### config.mk
export PLATFORM = sky130hd
export DESIGN_NAME = reset_cause_and_timeout_control
export DESIGN_NICKNAME = d
export VERILOG_FILES = /design/src/hw/reset_cause_pkg.sv /design/src/hw/reset_cause_and_timeout_control.sv
export SDC_FILE = /design/constraint.sdc
export NUM_CORES = 1
export LEC_CHECK = 0
export BUFFER_PORTS_ARGS = -buffer_cell sky130_fd_sc_hd__buf_4
export CORE_MARGIN = 8
export CORE_UTILIZATION = 25
export DETAILED_ROUTE_END_ITERATION = 6
export HOLD_SLACK_MARGIN = 0.08
export PLACE_DENSITY = 0.4
export SKIP_LAST_GASP = 1
export SLEW_MARGIN = 20
export SYNTH_ARGS = -nofsm -noshare
export SYNTH_HDL_FRONTEND = slang
export SYNTH_SLANG_ARGS = --single-unit
### constraint.sdc
create_clock -name i_sys_clk -period 5.7 [get_ports i_sys_clk]
set_input_delay 0.855 -clock i_sys_clk [delete_from_list [all_inputs] [get_ports i_sys_clk]]
set_output_delay 0.855 -clock i_sys_clk [all_outputs]
set_load 0.005 [all_outputs]
### src/hw/reset_cause_pkg.sv
// Constants, types and register map of the reset cause and time-out block
package reset_cause_pkg;

  // Clock and time-outs
  localparam int unsigned CLK_HZ       = 40_000_000;
  localparam int unsigned POWERUP_TIMER_TIME_MS = 64;
  localparam int unsigned POWERUP_TIMER_CYCLES  = POWERUP_TIMER_TIME_MS * (CLK_HZ / 1000);
  localparam int unsigned OST_PERIODS  = 1024;
  localparam int unsigned OST_CYCLES   = OST_PERIODS;
  localparam int unsigned CNT_W        = 24;
  localparam logic [CNT_W-1:0] OST_LOAD = CNT_W'(OST_CYCLES - 1);

  // Avalon-MM shape
  localparam int unsigned AVS_AW = 11;
  localparam int unsigned AVS_DW = 32;

  // Register indices, byte address is four times the index
  localparam logic [8:0] IDX_TIMER0_COUNT   = 9'h001;
  localparam logic [8:0] IDX_PC_LOW         = 9'h002;
  localparam logic [8:0] IDX_MACHINE_FLAGS  = 9'h003;
  localparam logic [8:0] IDX_INDIRECT_PTR   = 9'h004;
  localparam logic [8:0] IDX_PORT_A_LATCH   = 9'h005;
  localparam logic [8:0] IDX_INT_CONTROL    = 9'h00B;
  localparam logic [8:0] IDX_TIMER1_CONTROL = 9'h010;
  localparam logic [8:0] IDX_TIMER2_COUNT   = 9'h011;
  localparam logic [8:0] IDX_SERIAL_CONTROL = 9'h014;
  localparam logic [8:0] IDX_CAPCMP_CONTROL = 9'h017;
  localparam logic [8:0] IDX_RECV_CONTROL   = 9'h018;
  localparam logic [8:0] IDX_POWER_CONTROL  = 9'h08E;
  localparam logic [8:0] IDX_WORKING        = 9'h100;

  // Field positions
  localparam int unsigned POWER_CONTROL_FLAGS_ULPWU_BIT  = 5;
  localparam int unsigned POWER_CONTROL_FLAGS_SWBOR_BIT  = 4;
  localparam int unsigned POWER_CONTROL_FLAGS_POR_BIT    = 1;
  localparam int unsigned POWER_CONTROL_FLAGS_BOR_BIT    = 0;
  localparam int unsigned STAT_TO_BIT     = 4;
  localparam int unsigned STAT_PD_BIT     = 3;
  localparam int unsigned INTERRUPT_CONTROL_GIE_BIT  = 7;
  localparam logic [7:0]  POWER_CONTROL_FLAGS_IMPL_MASK  = 8'h33;
  localparam logic [7:0]  STAT_BANK_MASK  = 8'hE0;
  localparam logic [7:0]  STAT_HW_MASK    = 8'h18;
  localparam logic [7:0]  INTERRUPT_CONTROL_KEEP     = 8'h01;

  // Values after reset and the interrupt wake vector
  localparam logic [7:0] STATUS_RST    = 8'h18;
  localparam logic [7:0] POWER_CONTROL_FLAGS_RST      = 8'h10;
  localparam logic [7:0] WAKE_VECTOR   = 8'h04;
  localparam logic [7:0] ZERO_BYTE     = 8'h00;

  // Brown-out enable field
  localparam logic [1:0] BOR_OFF       = 2'h0;
  localparam logic [1:0] BOR_SW        = 2'h1;
  localparam logic [1:0] BOR_NO_SLEEP  = 2'h2;

  typedef enum logic [2:0] {
    low_power_crystal_mode      = 3'h0,
    crystal_osc_mode            = 3'h1,
    high_speed_crystal_mode     = 3'h2,
    resistor_capacitor_osc_mode = 3'h3,
    external_clock_mode         = 3'h4,
    internal_osc_mode           = 3'h5
  } osc_mode_t;

  typedef enum logic [5:0] {
    S_HOLD  = 6'h01,
    S_POWERUP_TIMER  = 6'h02,
    S_OST   = 6'h04,
    S_RUN   = 6'h08,
    S_SLEEP = 6'h10,
    S_WAKE  = 6'h20
  } seq_state_t;

  typedef struct packed {
    osc_mode_t  osc_mode;
    logic       powerup_timer_disable_cfg;
    logic [1:0] brownout_enable_cfg;
  } cfg_t;

  typedef struct packed {
    logic [AVS_AW-1:0] address;
    logic              read;
    logic              write;
    logic [AVS_DW-1:0] writedata;
    logic [3:0]        byteenable;
  } avs_req_t;

  typedef struct packed {
    logic [7:0] working;
    logic [7:0] timer0_count;
    logic [7:0] program_counter_low;
    logic [7:0] machine_flags_and_bank;
    logic [7:0] indirect_pointer;
    logic [7:0] port_a_latch;
    logic [7:0] interrupt_control;
    logic [7:0] timer1_control;
    logic [7:0] timer2_count;
    logic [7:0] serial_port_control;
    logic [7:0] capture_compare_control;
    logic [7:0] receive_control;
    logic [7:0] power_control_flags;
  } regs_t;

  typedef struct packed {
    seq_state_t        seq;
    logic [CNT_W-1:0]  count;
    regs_t             regs;
    logic              avs_wait;
    logic [AVS_DW-1:0] rdata;
    logic              core_reset;
    logic              sleeping;
    logic              bor_det_en;
    logic              por_s1;
    logic              por_s2;
    logic              bor_s1;
    logic              bor_s2;
    logic              pin_s1;
    logic              pin_s2;
    logic              t1_s1;
    logic              t1_s2;
  } state_t;

endpackage

### src/hw/reset_cause_and_timeout_control.sv
// Reset cause flags, start-up time-out sequencer and register file
`timescale 1ns/1ps

module reset_cause_and_timeout_control
  import reset_cause_pkg::*;
#(
  parameter int unsigned POWERUP_TIMER_CYCLES_P = POWERUP_TIMER_CYCLES
) (
  input  wire logic              i_sys_clk,
  input  wire logic              i_rstn,
  input  wire cfg_t              i_cfg,
  input  wire logic              i_power_on_det,
  input  wire logic              i_brownout_det,
  input  wire logic              i_external_reset_pin_n,
  input  wire logic              i_timer1_osc_input,
  input  wire logic              i_watchdog_timeout,
  input  wire logic              i_sleep_enter,
  input  wire logic              i_wake_event,
  input  wire logic [7:0]        i_wake_flags,
  input  wire avs_req_t          i_avs,
  output logic                   o_avs_waitrequest,
  output logic [AVS_DW-1:0]      o_avs_readdata,
  output logic                   o_core_reset,
  output logic                   o_core_sleeping,
  output logic                   o_brownout_detect_en
);

  if (POWERUP_TIMER_CYCLES_P < 1 || POWERUP_TIMER_CYCLES_P > (1 << CNT_W)) begin : g_chk
    $error("POWERUP_TIMER_CYCLES_P out of counter range");
  end

  localparam logic [CNT_W-1:0] POWERUP_TIMER_LOAD = CNT_W'(POWERUP_TIMER_CYCLES_P - 1);

  state_t st;
  state_t next_st;

  // Crystal modes need the start-up count, except low-power crystal mode while the timer1 input is high
  function automatic logic needs_ost(input osc_mode_t m, input logic t1);
    logic xtal;
    xtal = (m == low_power_crystal_mode) || (m == crystal_osc_mode) ||
           (m == high_speed_crystal_mode);
    return xtal && !((m == low_power_crystal_mode) && t1);
  endfunction

  // Brown-out detection enable from configuration and software bit
  function automatic logic bor_enabled(input logic [1:0] f,
                                       input logic sw, input logic slp);
    logic en;
    en = 1'b1;
    if (f == BOR_OFF) begin
      en = 1'b0;
    end else if (f == BOR_SW) begin
      en = sw;
    end else if (f == BOR_NO_SLEEP) begin
      en = !slp;
    end
    return en;
  endfunction

  // Register values common to every reset other than power-on
  function automatic regs_t reset_regs(input regs_t r);
    regs_t n;
    // Timer0, indirect pointer and working register pass through
    n = r;
    n.program_counter_low      = ZERO_BYTE;
    n.machine_flags_and_bank   = r.machine_flags_and_bank &
                                 ~STAT_BANK_MASK;
    n.port_a_latch             = ZERO_BYTE;
    n.interrupt_control        = r.interrupt_control & INTERRUPT_CONTROL_KEEP;
    n.timer2_count             = ZERO_BYTE;
    n.serial_port_control      = ZERO_BYTE;
    n.capture_compare_control  = ZERO_BYTE;
    n.receive_control          = ZERO_BYTE;
    n.power_control_flags[POWER_CONTROL_FLAGS_ULPWU_BIT] = 1'b0;
    return n;
  endfunction

  // Power-on values; unknown fields keep their present contents
  function automatic regs_t power_on_regs(input regs_t r);
    regs_t n;
    n = r;
    n.program_counter_low      = ZERO_BYTE;
    n.machine_flags_and_bank   = (r.machine_flags_and_bank &
                                  ~(STAT_BANK_MASK | STAT_HW_MASK)) |
                                 STATUS_RST;
    n.interrupt_control        = r.interrupt_control & INTERRUPT_CONTROL_KEEP;
    n.timer1_control           = ZERO_BYTE;
    n.timer2_count             = ZERO_BYTE;
    n.serial_port_control      = ZERO_BYTE;
    n.capture_compare_control  = ZERO_BYTE;
    n.receive_control          = ZERO_BYTE;
    n.power_control_flags      = (r.power_control_flags &
                                  (8'h01 << POWER_CONTROL_FLAGS_BOR_BIT)) |
                                 POWER_CONTROL_FLAGS_RST;
    return n;
  endfunction

  // Register read decode
  function automatic logic [7:0] read_reg(input logic [8:0] idx,
                                          input regs_t r);
    logic [7:0] d;
    d = ZERO_BYTE;
    if (idx == IDX_TIMER0_COUNT) begin
      d = r.timer0_count;
    end else if (idx == IDX_PC_LOW) begin
      d = r.program_counter_low;
    end else if (idx == IDX_MACHINE_FLAGS) begin
      d = r.machine_flags_and_bank;
    end else if (idx == IDX_INDIRECT_PTR) begin
      d = r.indirect_pointer;
    end else if (idx == IDX_PORT_A_LATCH) begin
      d = r.port_a_latch;
    end else if (idx == IDX_INT_CONTROL) begin
      d = r.interrupt_control;
    end else if (idx == IDX_TIMER1_CONTROL) begin
      d = r.timer1_control;
    end else if (idx == IDX_TIMER2_COUNT) begin
      d = r.timer2_count;
    end else if (idx == IDX_SERIAL_CONTROL) begin
      d = r.serial_port_control;
    end else if (idx == IDX_CAPCMP_CONTROL) begin
      d = r.capture_compare_control;
    end else if (idx == IDX_RECV_CONTROL) begin
      d = r.receive_control;
    end else if (idx == IDX_POWER_CONTROL) begin
      d = r.power_control_flags & POWER_CONTROL_FLAGS_IMPL_MASK;
    end else if (idx == IDX_WORKING) begin
      d = r.working;
    end
    return d;
  endfunction

  // Register write decode; time-out and power-down are read only
  function automatic regs_t write_reg(input logic [8:0] idx,
                                      input logic [7:0] d,
                                      input regs_t r);
    regs_t n;
    n = r;
    if (idx == IDX_TIMER0_COUNT) begin
      n.timer0_count = d;
    end else if (idx == IDX_PC_LOW) begin
      n.program_counter_low = d;
    end else if (idx == IDX_MACHINE_FLAGS) begin
      n.machine_flags_and_bank = (d & ~STAT_HW_MASK) |
                                 (r.machine_flags_and_bank &
                                  STAT_HW_MASK);
    end else if (idx == IDX_INDIRECT_PTR) begin
      n.indirect_pointer = d;
    end else if (idx == IDX_PORT_A_LATCH) begin
      n.port_a_latch = d;
    end else if (idx == IDX_INT_CONTROL) begin
      n.interrupt_control = d;
    end else if (idx == IDX_TIMER1_CONTROL) begin
      n.timer1_control = d;
    end else if (idx == IDX_TIMER2_COUNT) begin
      n.timer2_count = d;
    end else if (idx == IDX_SERIAL_CONTROL) begin
      n.serial_port_control = d;
    end else if (idx == IDX_CAPCMP_CONTROL) begin
      n.capture_compare_control = d;
    end else if (idx == IDX_RECV_CONTROL) begin
      n.receive_control = d;
    end else if (idx == IDX_POWER_CONTROL) begin
      n.power_control_flags = d & POWER_CONTROL_FLAGS_IMPL_MASK;
    end else if (idx == IDX_WORKING) begin
      n.working = d;
    end
    return n;
  endfunction

  logic       req;
  logic [8:0] idx;
  logic       bor_act;
  logic       pin_rst;
  logic       wdt_rst;
  logic       ost_t;
  logic       wake_ost;

  always_comb begin
    next_st = st;
    // Two-stage synchronisers for pins and analog detectors
    next_st.por_s1 = i_power_on_det;
    next_st.por_s2 = st.por_s1;
    next_st.bor_s1 = i_brownout_det;
    next_st.bor_s2 = st.bor_s1;
    next_st.pin_s1 = i_external_reset_pin_n;
    next_st.pin_s2 = st.pin_s1;
    next_st.t1_s1  = i_timer1_osc_input;
    next_st.t1_s2  = st.t1_s1;

    req      = i_avs.read || i_avs.write;
    idx      = i_avs.address[AVS_AW-1:2];
    pin_rst  = !st.pin_s2;
    wdt_rst  = 1'b0;
    wake_ost = needs_ost(i_cfg.osc_mode, st.t1_s2);
    ost_t    = wake_ost;
    next_st.bor_det_en = bor_enabled(i_cfg.brownout_enable_cfg,
                 st.regs.power_control_flags[POWER_CONTROL_FLAGS_SWBOR_BIT],
                 st.seq == S_SLEEP);
    bor_act  = st.bor_s2 && st.bor_det_en;

    // Avalon slave: one wait cycle, then the transfer is taken
    next_st.avs_wait = !(req && st.avs_wait);
    if (i_avs.read && st.avs_wait) begin
      next_st.rdata = {24'h000000, read_reg(idx, st.regs)};
    end
    if (i_avs.write && !st.avs_wait && i_avs.byteenable[0]) begin
      next_st.regs = write_reg(idx, i_avs.writedata[7:0], st.regs);
    end

    // Hardware updates come after the bus write so a set wins
    if (st.por_s2) begin
      next_st.regs  = power_on_regs(next_st.regs);
      next_st.seq   = S_HOLD;
      next_st.count = POWERUP_TIMER_LOAD;
    end else if (bor_act) begin
      next_st.regs = reset_regs(next_st.regs);
      next_st.regs.power_control_flags[POWER_CONTROL_FLAGS_BOR_BIT]   = 1'b0;
      next_st.regs.machine_flags_and_bank[STAT_TO_BIT] = 1'b1;
      next_st.regs.machine_flags_and_bank[STAT_PD_BIT] = 1'b1;
      next_st.seq   = S_HOLD;
      next_st.count = POWERUP_TIMER_LOAD;
    end else begin
      // Start-up sequencer and run or sleep handling
      case (st.seq)
        S_HOLD: begin
          if (!i_cfg.powerup_timer_disable_cfg) begin
            next_st.seq   = S_POWERUP_TIMER;
            next_st.count = POWERUP_TIMER_LOAD;
          end else if (ost_t) begin
            next_st.seq   = S_OST;
            next_st.count = OST_LOAD;
          end else begin
            next_st.seq = S_RUN;
          end
        end
        S_POWERUP_TIMER: begin
          if (st.count == '0) begin
            if (ost_t) begin
              next_st.seq   = S_OST;
              next_st.count = OST_LOAD;
            end else begin
              next_st.seq = S_RUN;
            end
          end else begin
            next_st.count = st.count - 1'b1;
          end
        end
        S_OST: begin
          if (st.count == '0) begin
            next_st.seq = S_RUN;
          end else begin
            next_st.count = st.count - 1'b1;
          end
        end
        S_RUN: begin
          if (pin_rst) begin
            next_st.regs = reset_regs(next_st.regs);
          end else if (i_watchdog_timeout) begin
            wdt_rst = 1'b1;
            next_st.regs = reset_regs(next_st.regs);
            next_st.regs.machine_flags_and_bank[STAT_TO_BIT] = 1'b0;
          end else if (i_sleep_enter) begin
            next_st.seq = S_SLEEP;
            next_st.regs.machine_flags_and_bank[STAT_TO_BIT] = 1'b1;
            next_st.regs.machine_flags_and_bank[STAT_PD_BIT] = 1'b0;
          end
        end
        S_SLEEP, S_WAKE: begin
          if (pin_rst) begin
            next_st.regs = reset_regs(next_st.regs);
            next_st.regs.machine_flags_and_bank[STAT_TO_BIT] = 1'b1;
            next_st.regs.machine_flags_and_bank[STAT_PD_BIT] = 1'b0;
            next_st.seq = S_RUN;
          end else if (st.seq == S_WAKE) begin
            if (st.count == '0) begin
              next_st.seq = S_RUN;
            end else begin
              next_st.count = st.count - 1'b1;
            end
          end else if (i_watchdog_timeout || i_wake_event) begin
            if (i_watchdog_timeout) begin
              next_st.regs.machine_flags_and_bank[STAT_TO_BIT] = 1'b0;
            end
            next_st.regs.machine_flags_and_bank[STAT_PD_BIT] = 1'b0;
            // Only an interrupt wake marks its cause flags
            if (i_wake_event) begin
              next_st.regs.interrupt_control =
                next_st.regs.interrupt_control | i_wake_flags;
            end
            if (i_wake_event &&
                st.regs.interrupt_control[INTERRUPT_CONTROL_GIE_BIT]) begin
              next_st.regs.program_counter_low = WAKE_VECTOR;
            end else begin
              next_st.regs.program_counter_low =
                st.regs.program_counter_low + 8'h01;
            end
            if (wake_ost) begin
              next_st.seq   = S_WAKE;
              next_st.count = OST_LOAD;
            end else begin
              next_st.seq = S_RUN;
            end
          end
        end
        default: begin
          next_st.seq = S_HOLD;
        end
      endcase
    end

    // Core held in reset while any reset cause is active and through hold, power-up timer and OST; the wake time-out shows as sleeping
    next_st.core_reset = st.por_s2 || bor_act || pin_rst || wdt_rst ||
                         (next_st.seq == S_HOLD) ||
                         (next_st.seq == S_POWERUP_TIMER) ||
                         (next_st.seq == S_OST);
    next_st.sleeping   = (next_st.seq == S_SLEEP) ||
                         (next_st.seq == S_WAKE);
  end

  always_ff @(posedge i_sys_clk) begin
    if (!i_rstn) begin
      st                                   <= '0;
      st.seq                               <= S_HOLD;
      st.count                             <= POWERUP_TIMER_LOAD;
      st.avs_wait                          <= 1'b1;
      st.core_reset                        <= 1'b1;
      st.pin_s1                            <= 1'b1;
      st.pin_s2                            <= 1'b1;
      st.regs.machine_flags_and_bank       <= STATUS_RST;
      st.regs.power_control_flags          <= POWER_CONTROL_FLAGS_RST;
    end else begin
      st <= next_st;
    end
  end

  assign o_avs_waitrequest    = st.avs_wait;
  assign o_avs_readdata       = st.rdata;
  assign o_core_reset         = st.core_reset;
  assign o_core_sleeping      = st.sleeping;
  assign o_brownout_detect_en = st.bor_det_en;

endmodule // reset_cause_and_timeout_control

==> metrics.txt <==
Routability Congestion 0.838; final wirelength 30900 um; CP bufs+invs 0; post-route ant nets 0; Worst-Skew Late Latency 460 ps; post-route insts no fill 1507; Initial Utilization 0.252; Critical R2R Capture st[165]$_SDFFE_PP1P_; synth top area cells dfxtp_1 (36%), mux2i_1 (7.9%), a21oi_1 (5.2%); Synth Instances 1033; library cells used by synthesis 84; Multi-input gate area 4950 um2; Crit path max-delay family simple AND/OR/NAND/NOR gates; P&R area growth vs syn 15.0%; # diodes 0; CP Max Fanout 12; Core Area 33400 um2; Crit Path Class reg2reg; Pins Over Slew Limit 0; CTS buffer count 17; Hold Path End st[2]$_SDFF_PN1_; critical-path cell list nor4_2 > nand4_1 > nor4_2 > nor2_2 > a221oi_1 > o32ai_1; Worst R2R Path Depth 6; WHS Path Cells 1; CP max stage delay 990 ps; Sum Neg Setup Slack 0 ps; deepest clock path buffer count 2; DR vias 7761; Port-buffer cells 54; met2 Usage GRT 0.258; most numerous cell in the Yosys netlist dfxtp_1; final setup vio count 0; Nets 1121; Die H 199 um; Synth Flop Type dfxtp_1; share of cells above drive strength 1 0.127; LEAKAGE 0.00333 uW; Worst EP required 6020 ps; quantity of gates resized following cts 0; WL/cell 20.5 um; DIE AREA 39800 um2; Fin. Hold Viols 0; Clock Sinks 150; drt pass-1 iters 5; met1 usage 0.211; r2r startpoint st[160]$_SDFFE_PP0P_; # fillers 3675; Row Count 67; initial detailed-routing violation count 677; arrival time worst endpoint 3670 ps; Cell Pwr Density 269 nW/um2; via/cell ratio 5.15; Register Area 3000 um2; asr flop ratio synth 0; Hold Path Origin next_st[2]$_SDFF_PN1_; CP dominant cell by count nor4_2; most frequent cells after synthesis dfxtp_1 (150), nand2_1 (117), nor2_1 (96); first-pass GRT wire length 48200 um; minimum setup slack among reg-to-reg paths 2350 ps; Syn Area/Cell 8.14 um2; Seq/Total Area, Yosys 0.357; Post-synth EDFFs 0; Setup crit end kind register; Netlist Area Pre-Place 8410 um2; busiest grt layer met2; RSZ-0062 raised after global routing no; placed cell count 1475; Yosys reg bits 150; area of placed instances 9060 um2; Reg clk slew, reported paths 70 ps; Final Power 2600 uW; CTS HTree Levels 4; highest clock rate 299 MHz; Finished Cell Area 9670 um2; vias in the first global route 7753; largest area contributor in the netlist dfxtp_1; status finished, final reports clean; gr ovfl total 0; I/O pin count 108; cts hold-fix bufs 0; Slew HR 0.322; CTS tree yes; initial antenna violation count 0; Worst setup SP type register; MaxCap Viol Count 0; met3 GRT Util 0.0285; hpwl dp 22500 um; number of setup buffers added after CTS 0; final period utilization 0.587; largest net degree at the start of global routing 44; actual slew at the worst max-slew pin 1010 ps; type of the tightest min-delay check reg2reg; # DRC 0; die width 199 um; Yosys top cell area share 0.357; yosys warns 0; Fin Clk Skew 15.8 ps; slowest cell on the critical path nor4_2; GRT Total Usage 0.158; Tmin final 3350 ps; CTS root buffer clkbuf_16; IR drop worst, VDD 0.000220 V
## per-layer routing
layer	vias to the layer above	routed length, um
met5	-	0
met4	0	518
met3	33	1170
met2	179	14700
met1	3762	14600
li1	3787	-
## flip-flops by register name, summed over array words and instances, names as in the netlist, named ones only
register,count
next_st,4
st,122
o_avs_waitrequest,1
o_core_sleeping,1
o_core_reset,1
o_avs_readdata,8
o_brownout_detect_en,1
## area by class of cell
class	count	area share
Clock buffer	17	0.0440
Clock inverter	15	0.0190
Inverter	13	0.00505
Multi-Input combinational cell	798	0.512
Sequential cell	150	0.311
Tap cell	448	0.0580
Timing Repair Buffer	66	0.0513
## metrics by stage
step	utilization	worst slack, ps	hold WS, ps
2_1_floorplan	-	3050	386
3_3_place_gp	0.271	2190	413
3_5_place_dp	0.271	2180	402
4_1_cts	0.290	2430	432
5_1_grt	0.290	2140	438
6_report	0.290	2350	426
## worst max path at each step
stage,from,to,slack (ps),cells after the start
floorplan,i_avs[41],st[66]$_SDFF_PP0_,3050,7
finish,st[160]$_SDFFE_PP0P_,st[165]$_SDFFE_PP1P_,2350,6
CTS,st[160]$_SDFFE_PP0P_,st[159]$_SDFFE_PP1P_,2430,6
detailed placement,i_avs[43],st[66]$_SDFF_PP0_,2180,8
global route,st[163]$_SDFFE_PP0P_,st[159]$_SDFFE_PP1P_,2140,6
global placement,i_avs[43],st[66]$_SDFF_PP0_,2190,8
## placed cells by master, fill, tap and decap left out, types with 8 or more instances in the layout
| cell | count |
|---|---|
| and3_1 | 15 |
| mux2i_1 | 66 |
| buf_4 | 66 |
| or3_1 | 10 |
| inv_1 | 13 |
| nand2b_1 | 11 |
| nand4_1 | 8 |
| a22o_1 | 12 |
| o211ai_1 | 14 |
| a221oi_1 | 10 |
| and2_1 | 13 |
| a22oi_1 | 14 |
| clkbuf_16 | 17 |
| a31oi_1 | 8 |
| nor3_1 | 32 |
| nor2_1 | 96 |
| dfxtp_1 | 150 |
| nor4_1 | 10 |
| nand3_1 | 27 |
| conb_1 | 24 |
| o21ai_0 | 58 |
| nand2_1 | 117 |
| a21oi_1 | 88 |
## where the power goes
part           internal [uW]  switching [uW]  total, uW  leakage, uW
Sequential              1070            28.1       1090      0.00121
Combinational            103             204        307      0.00183
Clock                    631             567       1200     0.000295
Total                   1800             799       2600      0.00333
## logic make-up (layout without fill, tap and decap cells)
| family | count (synthesis) | after routing | share of synthesized area |
|---|---|---|---|
| buffers and inverters | 108 | 111 | 0.0667 |
| other | 1 | 24 | 0.000446 |
| AO/OA/AOI/OAI | 299 | 299 | 0.241 |
| XOR/XNOR | 11 | 11 | 0.0115 |
| multiplexers | 66 | 66 | 0.0786 |
| flip-flops | 150 | 150 | 0.357 |
| AND/OR/NAND/NOR | 395 | 395 | 0.240 |
| adder cells (fa/ha/maj) | 3 | 3 | 0.00446 |
(Power assumes the default switching activity.)
